<file path="src/rtl/gds_pkg.sv">
/*
  constants shared by the gate driver status register bank.
  assumes a 20 MHz core clock and a host that keeps sck within a sixth of it.
*/
package gds_pkg;

  // ----------------------------------------------------------------
  // register addresses (7-bit, write flag in the address byte msb)
  // ----------------------------------------------------------------
  localparam logic [6:0] ADDR_GLOBAL_CONFIG_WORD = 7'h00;
  localparam logic [6:0] ADDR_GLOBAL_FAULT_FLAGS = 7'h01;
  localparam logic [6:0] ADDR_INPUT_PIN_MIRROR = 7'h04;

  // ----------------------------------------------------------------
  // serial frame layout
  // ----------------------------------------------------------------
  localparam int FRAME_BITS = 40;
  localparam int ADDR_MSB = 39;
  localparam int ADDR_LSB = 32;
  localparam int WRITE_FLAG_BIT = 7;
  localparam logic [5:0] FRAME_BITS_COUNT = 6'h28;

  // ----------------------------------------------------------------
  // configuration word fields
  // ----------------------------------------------------------------
  localparam int CFG_DISABLE_BIT = 0;
  localparam int CFG_SINGLELINE_BIT = 1;
  localparam int CFG_FAULTDIRECT_BIT = 2;
  localparam int CFG_AMP_LSB = 4;
  localparam int CFG_AMP_OFF_BIT = 6;
  localparam int CFG_TEST_MODE_BIT = 7;
  localparam logic [7:0] CFG_RESET_VAL = 8'h02;
  localparam logic [7:0] CFG_WRITE_MASK = 8'hf7;

  // ----------------------------------------------------------------
  // fault flag fields
  // ----------------------------------------------------------------
  localparam int FLG_RESET_BIT = 0;
  localparam int FLG_PREWARN_BIT = 1;
  localparam int FLG_OVERTEMP_BIT = 2;
  localparam int FLG_PUMP_UV_BIT = 3;
  localparam int FLG_PHASE_BASE = 4;
  localparam int FLG_PHASE_STRIDE = 4;
  localparam int FLG_COUNTER_OFS = 0;
  localparam int FLG_GROUND_OFS = 1;
  localparam int FLG_SUPPLY_OFS = 2;
  localparam logic [14:0] FLG_RESET_VAL = 15'h0001;
  localparam logic [14:0] FLG_USED_MASK = 15'h777f;
  localparam logic [14:0] FLG_KEEP_ON_CYCLE = 15'h0003;
  localparam logic [14:0] FLG_STATUS_PIN_MASK = 15'h777c;

  // ----------------------------------------------------------------
  // input mirror fields
  // ----------------------------------------------------------------
  localparam int MIR_DRV_EN_BIT = 6;
  localparam int MIR_PREWARN_BIT = 7;

  function automatic logic gds_addr_hit(input logic [6:0] addr, input logic [6:0] target);
    gds_addr_hit = (addr == target);
  endfunction : gds_addr_hit

endpackage : gds_pkg

</file>
<file path="src/rtl/gds_reg_if.sv">
/*
  register access carrier between the serial engine and the register bank.
  assumes one clock domain; write strobe is a one-cycle pulse.
*/
`timescale 1ns/10ps
interface gds_reg_if;
  logic we;
  logic [6:0] addr;
  logic [31:0] wdata;
  logic [6:0] rd_addr;
  logic [31:0] rdata;
  logic [7:0] status;

  modport spi (output we, output addr, output wdata, output rd_addr,
               input rdata, input status);
  modport bank (input we, input addr, input wdata, input rd_addr,
                output rdata, output status);
endinterface : gds_reg_if

</file>
<file path="src/rtl/gds_config_reg.sv">
/*
  global configuration word storage.
  assumes write strobe, address and data arrive together for one cycle.
*/
`timescale 1ns/10ps
module gds_config_reg
  import gds_pkg::*;
(
  // clock and reset
  input wire logic clk_i,
  input wire logic reset_i,
  // write port
  input wire logic we_i,
  input wire logic [6:0] addr_i,
  input wire logic [7:0] wdata_i,
  // stored value
  output logic [7:0] cfg_o
);

  logic [7:0] cfg_q, cfg_d;

  always_comb begin
    cfg_d = cfg_q;
    if (we_i && gds_addr_hit(addr_i, ADDR_GLOBAL_CONFIG_WORD)) begin
      cfg_d = wdata_i & CFG_WRITE_MASK;
    end
  end

  always_ff @(posedge clk_i or posedge reset_i) begin
    if (reset_i) begin
      cfg_q <= CFG_RESET_VAL;
    end else begin
      cfg_q <= cfg_d;
    end
  end

  assign cfg_o = cfg_q;

endmodule : gds_config_reg

</file>
<file path="src/rtl/gds_spi_slave.sv">
/*
  serial engine: 40-bit frames, mode 3, msb first.
  assumes sck, csn and sdi are synchronous to clk_i and sck is at most clk/6.
*/
`timescale 1ns/10ps
module gds_spi_slave
  import gds_pkg::*;
(
  // clock and reset
  input wire logic clk_i,
  input wire logic reset_i,
  // serial pins
  input wire logic sck_i,
  input wire logic csn_i,
  input wire logic sdi_i,
  output logic sdo_o,
  output logic sdo_oe_o,
  // register side
  gds_reg_if.spi bus
);

  typedef enum logic {SPI_IDLE, SPI_SHIFT} gds_spi_state_t;

  gds_spi_state_t state_q, state_d;
  logic sck_q, sck_d, csn_q, csn_d, sdo_q, sdo_d, we_q, we_d;
  logic [39:0] shift_q, shift_d;
  logic [5:0] cnt_q, cnt_d;
  logic [6:0] rd_addr_q, rd_addr_d, addr_q, addr_d;
  logic [31:0] wdata_q, wdata_d;

  // ----------------------------------------------------------------
  // next state
  // ----------------------------------------------------------------
  always_comb begin
    state_d = state_q;
    sck_d = sck_i;
    csn_d = csn_i;
    sdo_d = sdo_q;
    we_d = 1'b0;
    shift_d = shift_q;
    cnt_d = cnt_q;
    rd_addr_d = rd_addr_q;
    addr_d = addr_q;
    wdata_d = wdata_q;
    case (state_q)
      SPI_IDLE: begin
        if (csn_q && !csn_i) begin
          // answer carries the register named in the previous frame
          shift_d = {bus.status, bus.rdata};
          sdo_d = bus.status[7];
          cnt_d = 6'h00;
          state_d = SPI_SHIFT;
        end
      end
      SPI_SHIFT: begin
        if (csn_i) begin
          // short or long frames are dropped whole
          if (cnt_q == FRAME_BITS_COUNT) begin
            rd_addr_d = shift_q[ADDR_LSB+6:ADDR_LSB];
            addr_d = shift_q[ADDR_LSB+6:ADDR_LSB];
            wdata_d = shift_q[31:0];
            we_d = shift_q[ADDR_LSB+WRITE_FLAG_BIT];
          end
          state_d = SPI_IDLE;
        end else if (sck_i && !sck_q) begin
          shift_d = {shift_q[38:0], sdi_i};
          if (cnt_q != 6'h3f) begin
            cnt_d = cnt_q + 6'h01;
          end
        end else if (!sck_i && sck_q) begin
          sdo_d = shift_q[ADDR_MSB];
        end
      end
      default: state_d = SPI_IDLE;
    endcase
  end

  // ----------------------------------------------------------------
  // registers
  // ----------------------------------------------------------------
  always_ff @(posedge clk_i or posedge reset_i) begin
    if (reset_i) begin
      state_q <= SPI_IDLE;
      sck_q <= 1'b1;
      csn_q <= 1'b1;
      sdo_q <= 1'b0;
      we_q <= 1'b0;
      shift_q <= 40'h00_0000_0000;
      cnt_q <= 6'h00;
      rd_addr_q <= 7'h00;
      addr_q <= 7'h00;
      wdata_q <= 32'h0000_0000;
    end else begin
      state_q <= state_d;
      sck_q <= sck_d;
      csn_q <= csn_d;
      sdo_q <= sdo_d;
      we_q <= we_d;
      shift_q <= shift_d;
      cnt_q <= cnt_d;
      rd_addr_q <= rd_addr_d;
      addr_q <= addr_d;
      wdata_q <= wdata_d;
    end
  end

  assign sdo_o = sdo_q;
  assign sdo_oe_o = (state_q == SPI_SHIFT);
  assign bus.we = we_q;
  assign bus.addr = addr_q;
  assign bus.wdata = wdata_q;
  assign bus.rd_addr = rd_addr_q;

endmodule : gds_spi_slave

</file>
<file path="src/rtl/gds_status_regs.sv">
/*
  gate driver configuration and status register bank with its serial port.
  assumes protection detectors deliver levels or one-cycle pulses in the clk_i
  domain; gate inputs and the enable pin are already synchronous.
*/
`timescale 1ns/10ps

//
// Contract
// - amplifier-off bit 0 keeps sense amplifiers on, 1 powers them down.
// - test bit 7 routes selected analog probe onto enable pin; host keeps 0.
// - writing status register clears flags written with one, keeps others.
// - enable pin low-high cycle clears all flags except reset and prewarning.
// - clearing short flag alone never re-enables; gate inputs must go off first.
// - after reset, reset flag reads one and every register holds its reset value.
// - reset flag clear is ignored while enable pin is low.
// - prewarning flag latches on prewarning temperature, no protective action.
// - overtemperature flag latches on shutdown; clears only once temperature falls.
// - pump undervoltage disables driver and latches flag bit 3.
// - bits 4, 8, 12 latch when phase short counter fires.
// - bits 5, 9, 13 latch on ground short; phase off until cleared.
// - bits 6, 10, 14 latch on supply short; phase off until cleared.
// - status pin active while any overtemp, undervoltage or short flag set.
// - mirror register shows six gate inputs and enable pin at bit 6.
// - address byte msb clear reads, set writes.
module gds_status_regs
  import gds_pkg::*;
#(
  parameter int PHASES = 3
) (
  // clock and reset
  input wire logic clk_i,
  input wire logic reset_i,
  // serial host port
  input wire logic spi_sck_i,
  input wire logic spi_csn_i,
  input wire logic spi_sdi_i,
  output logic spi_sdo_o,
  output logic spi_sdo_oe_o,
  // gate control inputs
  input wire logic phase_a_low_input_i,
  input wire logic phase_a_high_input_i,
  input wire logic phase_b_low_input_i,
  input wire logic phase_b_high_input_i,
  input wire logic phase_c_low_input_i,
  input wire logic phase_c_high_input_i,
  input wire logic drv_en_i,
  // protection detectors
  input wire logic temp_prewarn_i,
  input wire logic overtemp_i,
  input wire logic pump_undervoltage_i,
  input wire logic [PHASES-1:0] short_counter_fire_i,
  input wire logic [PHASES-1:0] ground_short_i,
  input wire logic [PHASES-1:0] supply_short_i,
  // analog probe selection
  input wire logic [1:0] probe_func_i,
  // driver and analog controls
  output logic driver_enable_o,
  output logic [PHASES-1:0] phase_enable_o,
  output logic sense_amp_enable_o,
  output logic [1:0] amp_gain_o,
  output logic single_line_mode_o,
  output logic fault_direct_o,
  output logic probe_route_o,
  output logic [1:0] probe_func_o,
  // status pin
  output logic status_o
);

  // ----------------------------------------------------------------
  // serial engine and config word
  // ----------------------------------------------------------------
  gds_reg_if regs ();

  gds_spi_slave u_spi (
    .clk_i(clk_i),
    .reset_i(reset_i),
    .sck_i(spi_sck_i),
    .csn_i(spi_csn_i),
    .sdi_i(spi_sdi_i),
    .sdo_o(spi_sdo_o),
    .sdo_oe_o(spi_sdo_oe_o),
    .bus(regs.spi)
  );

  logic [7:0] cfg;

  gds_config_reg u_cfg (
    .clk_i(clk_i),
    .reset_i(reset_i),
    .we_i(regs.we),
    .addr_i(regs.addr),
    .wdata_i(regs.wdata[7:0]),
    .cfg_o(cfg)
  );

  // ----------------------------------------------------------------
  // live pin vectors
  // ----------------------------------------------------------------
  logic [5:0] gate_in;
  logic [15:0] mirror;

  assign gate_in = {phase_c_high_input_i, phase_c_low_input_i,
                    phase_b_high_input_i, phase_b_low_input_i,
                    phase_a_high_input_i, phase_a_low_input_i};

  // mirror is live, not sampled, so a read returns the level at frame start
  always_comb begin
    mirror = 16'h0000;
    mirror[5:0] = gate_in;
    mirror[MIR_DRV_EN_BIT] = drv_en_i;
    mirror[MIR_PREWARN_BIT] = temp_prewarn_i;
  end

  // ----------------------------------------------------------------
  // enable pin cycle detect
  // ----------------------------------------------------------------
  logic drv_en_q, drv_en_d;
  logic drv_en_rise;

  always_comb begin
    drv_en_d = drv_en_i;
  end

  always_ff @(posedge clk_i or posedge reset_i) begin
    if (reset_i) begin
      // taken as high so a pin already high gives no false edge after reset
      drv_en_q <= 1'b1;
    end else begin
      drv_en_q <= drv_en_d;
    end
  end

  // the release edge ends the low-high cycle
  assign drv_en_rise = drv_en_i && !drv_en_q;

  // ----------------------------------------------------------------
  // flag set and clear terms
  // ----------------------------------------------------------------
  logic [14:0] flag_set;
  logic [14:0] clr_write;
  logic [14:0] clr_cycle;
  logic [14:0] flag_clr;
  logic flag_write;

  assign flag_write = regs.we && gds_addr_hit(regs.addr, ADDR_GLOBAL_FAULT_FLAGS);

  always_comb begin
    flag_set = 15'h0000;
    flag_set[FLG_PREWARN_BIT] = temp_prewarn_i;
    flag_set[FLG_OVERTEMP_BIT] = overtemp_i;
    flag_set[FLG_PUMP_UV_BIT] = pump_undervoltage_i;
    for (int p = 0; p < PHASES; p++) begin
      flag_set[FLG_PHASE_BASE + p*FLG_PHASE_STRIDE + FLG_COUNTER_OFS] =
        short_counter_fire_i[p];
      flag_set[FLG_PHASE_BASE + p*FLG_PHASE_STRIDE + FLG_GROUND_OFS] =
        ground_short_i[p];
      flag_set[FLG_PHASE_BASE + p*FLG_PHASE_STRIDE + FLG_SUPPLY_OFS] =
        supply_short_i[p];
    end
  end

  always_comb begin
    clr_write = 15'h0000;
    if (flag_write) begin
      clr_write = regs.wdata[14:0] & FLG_USED_MASK;
      if (!drv_en_i) begin
        clr_write[FLG_RESET_BIT] = 1'b0;
      end
    end
  end

  always_comb begin
    clr_cycle = 15'h0000;
    if (drv_en_rise) begin
      clr_cycle = FLG_USED_MASK & ~FLG_KEEP_ON_CYCLE;
    end
  end

  assign flag_clr = clr_write | clr_cycle;

  // ----------------------------------------------------------------
  // fault flag register
  // ----------------------------------------------------------------
  logic [14:0] flags_q, flags_d;

  always_comb begin
    // a live cause outranks any clear in the same cycle
    flags_d = ((flags_q & ~flag_clr) | flag_set) & FLG_USED_MASK;
  end

  always_ff @(posedge clk_i or posedge reset_i) begin
    if (reset_i) begin
      flags_q <= FLG_RESET_VAL;
    end else begin
      flags_q <= flags_d;
    end
  end

  // ----------------------------------------------------------------
  // per-phase short hold-off
  // ----------------------------------------------------------------
  logic [PHASES-1:0] hold_q, hold_d;
  logic [PHASES-1:0] short_flag;

  genvar g;
  generate
    for (g = 0; g < PHASES; g++) begin : g_phase
      logic gates_off;
      assign short_flag[g] =
        flags_q[FLG_PHASE_BASE + g*FLG_PHASE_STRIDE + FLG_GROUND_OFS] |
        flags_q[FLG_PHASE_BASE + g*FLG_PHASE_STRIDE + FLG_SUPPLY_OFS];
      assign gates_off = !gate_in[2*g] && !gate_in[2*g+1];
      // hold stays until the flag is gone and both gate inputs are off
      always_comb begin
        hold_d[g] = hold_q[g];
        if (ground_short_i[g] || supply_short_i[g]) begin
          hold_d[g] = 1'b1;
        end else if (!short_flag[g] && gates_off) begin
          hold_d[g] = 1'b0;
        end
      end
    end
  endgenerate

  always_ff @(posedge clk_i or posedge reset_i) begin
    if (reset_i) begin
      hold_q <= '0;
    end else begin
      hold_q <= hold_d;
    end
  end

  // ----------------------------------------------------------------
  // driver, amplifier and probe outputs
  // ----------------------------------------------------------------
  logic drv_q, drv_d;
  logic [PHASES-1:0] phase_q, phase_d;
  logic status_q, status_d;
  logic [1:0] probe_q, probe_d;

  always_comb begin
    // prewarning plays no part here, it is information only
    drv_d = drv_en_i && !cfg[CFG_DISABLE_BIT] && !pump_undervoltage_i
            && !overtemp_i && !flags_q[FLG_OVERTEMP_BIT];
    phase_d = ~(short_flag | hold_q);
    status_d = |(flags_q & FLG_STATUS_PIN_MASK);
    probe_d = probe_func_i;
  end

  always_ff @(posedge clk_i or posedge reset_i) begin
    if (reset_i) begin
      drv_q <= 1'b0;
      phase_q <= '0;
      status_q <= 1'b0;
      probe_q <= 2'h0;
    end else begin
      drv_q <= drv_d;
      phase_q <= phase_d;
      status_q <= status_d;
      probe_q <= probe_d;
    end
  end

  assign driver_enable_o = drv_q;
  assign phase_enable_o = phase_q;
  assign status_o = status_q;
  assign sense_amp_enable_o = !cfg[CFG_AMP_OFF_BIT];
  assign amp_gain_o = cfg[CFG_AMP_LSB+1:CFG_AMP_LSB];
  assign single_line_mode_o = cfg[CFG_SINGLELINE_BIT];
  assign fault_direct_o = cfg[CFG_FAULTDIRECT_BIT];
  // enable pin level is unreliable while the probe drives it
  assign probe_route_o = cfg[CFG_TEST_MODE_BIT];
  assign probe_func_o = probe_q;

  // ----------------------------------------------------------------
  // read decode
  // ----------------------------------------------------------------
  always_comb begin
    regs.rdata = 32'h0000_0000;
    if (gds_addr_hit(regs.rd_addr, ADDR_GLOBAL_CONFIG_WORD)) begin
      regs.rdata[7:0] = cfg;
    end else if (gds_addr_hit(regs.rd_addr, ADDR_GLOBAL_FAULT_FLAGS)) begin
      regs.rdata[14:0] = flags_q;
    end else if (gds_addr_hit(regs.rd_addr, ADDR_INPUT_PIN_MIRROR)) begin
      regs.rdata[15:0] = mirror;
    end
  end

  // status byte leading every answer
  always_comb begin
    regs.status = 8'h00;
    regs.status[0] = flags_q[FLG_RESET_BIT];
    regs.status[1] = status_q;
    regs.status[2] = flags_q[FLG_PREWARN_BIT];
  end

endmodule : gds_status_regs

</file>
<file path="config.mk">
export PLATFORM = sky130hd
export DESIGN_NAME = gds_status_regs
export DESIGN_NICKNAME = d
export VERILOG_FILES = /design/src/rtl/gds_pkg.sv /design/src/rtl/gds_reg_if.sv /design/src/rtl/gds_config_reg.sv /design/src/rtl/gds_spi_slave.sv /design/src/rtl/gds_status_regs.sv
export SDC_FILE = /design/constraint.sdc
export NUM_CORES = 1
export LEC_CHECK = 0
export BUFFER_PORTS_ARGS = -buffer_cell sky130_fd_sc_hd__buf_2
export CAP_MARGIN = 5
export CORE_MARGIN = 2
export CORE_UTILIZATION = 40
export CTS_CLUSTER_SIZE = 10
export DETAILED_ROUTE_END_ITERATION = 8
export PLACE_DENSITY = 0.68
export SYNTH_ARGS = -nofsm -noshare
export SYNTH_HDL_FRONTEND = slang
export SYNTH_SLANG_ARGS = --single-unit
</file>
<file path="constraint.sdc">
create_clock -name clk_i -period 4.72 [get_ports clk_i]
set_clock_uncertainty 0.2 [all_clocks]
set_input_delay 0.944 -clock clk_i [delete_from_list [all_inputs] [get_ports clk_i]]
set_output_delay 0.944 -clock clk_i [all_outputs]
set_load 0.02 [all_outputs]
</file>
==> qor.yml <==
clock-sinks: 103
die_w_um: 110
clock_tree_from_tritoncts: "yes"
cts_htree_levels: 3
fillCellCount: 1003
worstPathBufferInverterCount: 2
maxSlewHeadroom_pct: 17.3
layout.cells.non_filler: 570
post_synth_mux_area_share_pct: 9.18
core_area_sq_um: 10900
synth.ff_latch_count: 103
critPathSlowestCell: "sky130_fd_sc_hd__dfrtp_2"
ant_nets: 0
critPathTopFamily: "buffers and inverters"
post-synth-top-area-fraction_pct: 54.7
yosys.area.top_type: "sky130_fd_sc_hd__dfrtp_1"
timing.critical_path.cells: "buf_4, buf_2"
dieArea_sq_um: 12100
path_clk_slew_ns: 0.09
clock_path_buffers: 2
yosys.cell_types.count: 46
power_leakage_nw: 2.31
synthFlopType: "sky130_fd_sc_hd__dfrtp_1"
post_dp_hpwl_um: 6450
grt_use_met1_pct: 23.4
end_kind: "output port"
drtIter0Drc: 118
nets: 455
cts.hold.buffers_added: 0
whs_path_depth: 1
first_pass_grt_wire_length_um: 15800
cts.root.buffer_cell: "sky130_fd_sc_hd__clkbuf_8"
yosysWarnings: 0
overall_overflow_remaining_after_global_route: 0
antenna_found_initial: 0
finalSetupViolCount: 0
global_route.usage.total_pct: 17.2
vertical_die_dimension_um: 110
drt_wl_total_um: 9470
finish.utilization_pct: 45.7
gp_congestion: 0.804
path_max_fanout: 33
synth.yosys.seq_area_share_pct: 57.6
critPathKind: "reg -> out"
hold_path_startpoint: "hold_q[0]"
yosys.area_share.simple_pct: 17.9
setup-tns-final_ns: 0
syn_nets: 422
cell_types_occupying_the_most_area_after_synthesis: "sky130_fd_sc_hd__dfrtp_1 55%, sky130_fd_sc_hd__mux2_2 8.3%, sky130_fd_sc_hd__nand2_1 7.1%"
total_power_mw: 1.66
vdd_ir_drop_max_mv: 0.212
synth_fa_ha_area_share_pct: 0.558
total_cts_buffers: 9
place.detailed.instances: 556
ffs_w_async_s_r_synth_pct: 100
groute.layer.met3.usage_pct: 5.10
power.density_nw_per_um2: 334
run_status: "finished clean"
cts_post_setup_buffers_inserted: 0
via_per_inst: 5.42
critPathLaunchType: "flop"
max_slew.worst_pin.slew_ns: 1.22
timing.final.crit_share_pct: 60.1
max_stage_delay_ns: 0.63
grt_util_met2_pct: 26.2
post_cts_resized: 0
initial_core_util_pct: 41.2
grt_start_max_net_pins: 77
synth_cells: 394
crit_start: "u_spi.sdo_oe_o"
drive_above_1_share_pct: 29.3
top_level_ports: 41
synth_compound_gate_area_share_pct: 10.8
critical_path_depth: 2
synth-xor-area-share_pct: 0
drv_slew: 0
grt_pass1_vias: 3076
finalHoldViolCount: 0
drcViolationCount: 0
timing.hold.worst.class: "reg -> reg"
grt_max_usage_layer: "met2"
number_of_synthesized_flops_with_an_enable_pin: 0
max_cap_violations: 0
syn2layout_area_growth_pct: 10.9
worst-endpoint-arrival_ns: 1.69
syn-mean-instance-area_sq_um: 11.4
post_synth_instance_area_sq_um: 4480
vias: 3088
worst_r2r_path_depth: 5
maxClockFrequency_mhz: 353
critPathRequiredTime_ns: 3.58
reg2reg_from: "u_spi.sdo_oe_o"
placementRows: 38
worstSkewPairLatency_ns: 0.37
buffer_ports.inserted: 40
drt-wirelength-per-cell_um: 16.6
grt_setup_unrepaired: "false"
insertedDiodeCount: 0
drt_pre_antenna_iters: 4
hold-worst-slack_ns: 0.238
fin_crit_ns: 2.84
synth_top_family_by_area: "simple AND/OR/NAND/NOR gates"
[area by class of cell]
class / instances / area (sq um) / share of cell area [%]
well taps: 140 / 175 / 3.52
inverters: 7 / 28.8 / 0.579
repair buffers: 44 / 230 / 4.63
multi-input cells: 262 / 1750 / 35.1
clock inverters: 5 / 83.8 / 1.69
flip-flops and latches: 103 / 2580 / 52.0
clock buffers: 9 / 124 / 2.49
[worst paths after layout]
path,slack (ns),endpoint
max,1.88,spi_sdo_oe_o
min,0.24,phase_enable_o[0]
max reg2reg,1.94,u_spi.shift_q[3]
min reg2reg,0.24,phase_enable_o[0]
max in group asynchronous,2.80,u_cfg.cfg_o[1]
min in group asynchronous,0.57,u_spi.shift_q[24]
[registers in the layout, indices dropped and copies added (netlist names), 2 cells and up]
signal and cells:
hold_q 3, u_spi.bus.wdata 14, probe_func_o 2, u_spi.cnt_q 6, u_spi.bus.rd_addr 7, phase_enable_o 3, u_cfg.cfg_o 7, u_spi.shift_q 40
flags_q 13
[synthesized netlist by cell type (2+ instances only)]
library cell and n:
sky130_fd_sc_hd__o21ai_0 17, sky130_fd_sc_hd__and4_1 2, sky130_fd_sc_hd__nand3_1 28, sky130_fd_sc_hd__buf_6 2, sky130_fd_sc_hd__buf_4 2, sky130_fd_sc_hd__nand2_1 85
sky130_fd_sc_hd__dfstp_2 5, sky130_fd_sc_hd__a221oi_1 6, sky130_fd_sc_hd__a31o_2 11, sky130_fd_sc_hd__ha_1 2, sky130_fd_sc_hd__nor4b_1 2, sky130_fd_sc_hd__nor2_1 14
sky130_fd_sc_hd__mux2i_1 4, sky130_fd_sc_hd__or3_1 3, sky130_fd_sc_hd__clkbuf_8 4, sky130_fd_sc_hd__a21oi_1 5, sky130_fd_sc_hd__mux2_2 33, sky130_fd_sc_hd__inv_1 7
sky130_fd_sc_hd__buf_1 2, sky130_fd_sc_hd__clkbuf_1 9, sky130_fd_sc_hd__a32oi_1 6, sky130_fd_sc_hd__o31ai_2 6, sky130_fd_sc_hd__nor4bb_1 2, sky130_fd_sc_hd__nor4_1 2
sky130_fd_sc_hd__buf_2 3, sky130_fd_sc_hd__o41ai_1 5, sky130_fd_sc_hd__and2b_2 2, sky130_fd_sc_hd__nor3_1 8, sky130_fd_sc_hd__nand2b_1 3, sky130_fd_sc_hd__dfrtp_1 98
[metal layers]
layer,up-vias,share of wire (%)
li1,1461,-
met1,1542,47
met2,68,46
met3,17,5.3
met4,0,1.8
met5,-,0
[layout by cell type, fill, tap and decap left out, types with 6 or more instances in the layout]
master / netlist / layout
sky130_fd_sc_hd__dfrtp_1: 98 / 97
sky130_fd_sc_hd__nand2_1: 85 / 85
sky130_fd_sc_hd__buf_2: 3 / 40
sky130_fd_sc_hd__mux2_2: 33 / 33
sky130_fd_sc_hd__nand3_1: 28 / 28
sky130_fd_sc_hd__o21ai_0: 17 / 17
sky130_fd_sc_hd__nor2_1: 14 / 13
sky130_fd_sc_hd__a31o_2: 11 / 11
sky130_fd_sc_hd__clkbuf_8: 4 / 9
sky130_fd_sc_hd__nor3_1: 8 / 8
sky130_fd_sc_hd__inv_1: 7 / 6
sky130_fd_sc_hd__a221oi_1: 6 / 6
sky130_fd_sc_hd__o31ai_2: 6 / 6
sky130_fd_sc_hd__a32oi_1: 6 / 6
[stage by stage]
step	cell area [sq um]	worst slack [ns]
floorplan	4480	0.880
global placement	4760	1.80
detailed placement	4760	1.79
CTS	4970	1.87
global route	4970	1.73
finish	4970	1.88
[cell families (layout without fill, tap and decap cells)]
family,count (synthesis),count (layout)
DFF,103,103
adders and majority gates,2,2
buffers and inverters,29,65
muxes,37,37
AOI/OAI and AO/OA,63,63
and+or+nand+nor,160,160
[power by group]
| group | leakage, nW | switching (mW) | internal [mW] | total (mW) |
|---|---|---|---|---|
| clock network | 0.0978 | 0.302 | 0.295 | 0.597 |
| logic | 0.882 | 0.0725 | 0.0440 | 0.117 |
| registers | 1.33 | 0.0339 | 0.913 | 0.947 |
| total | 2.31 | 0.409 | 1.25 | 1.66 |
Note: power is estimated with default switching activity, not from simulation.
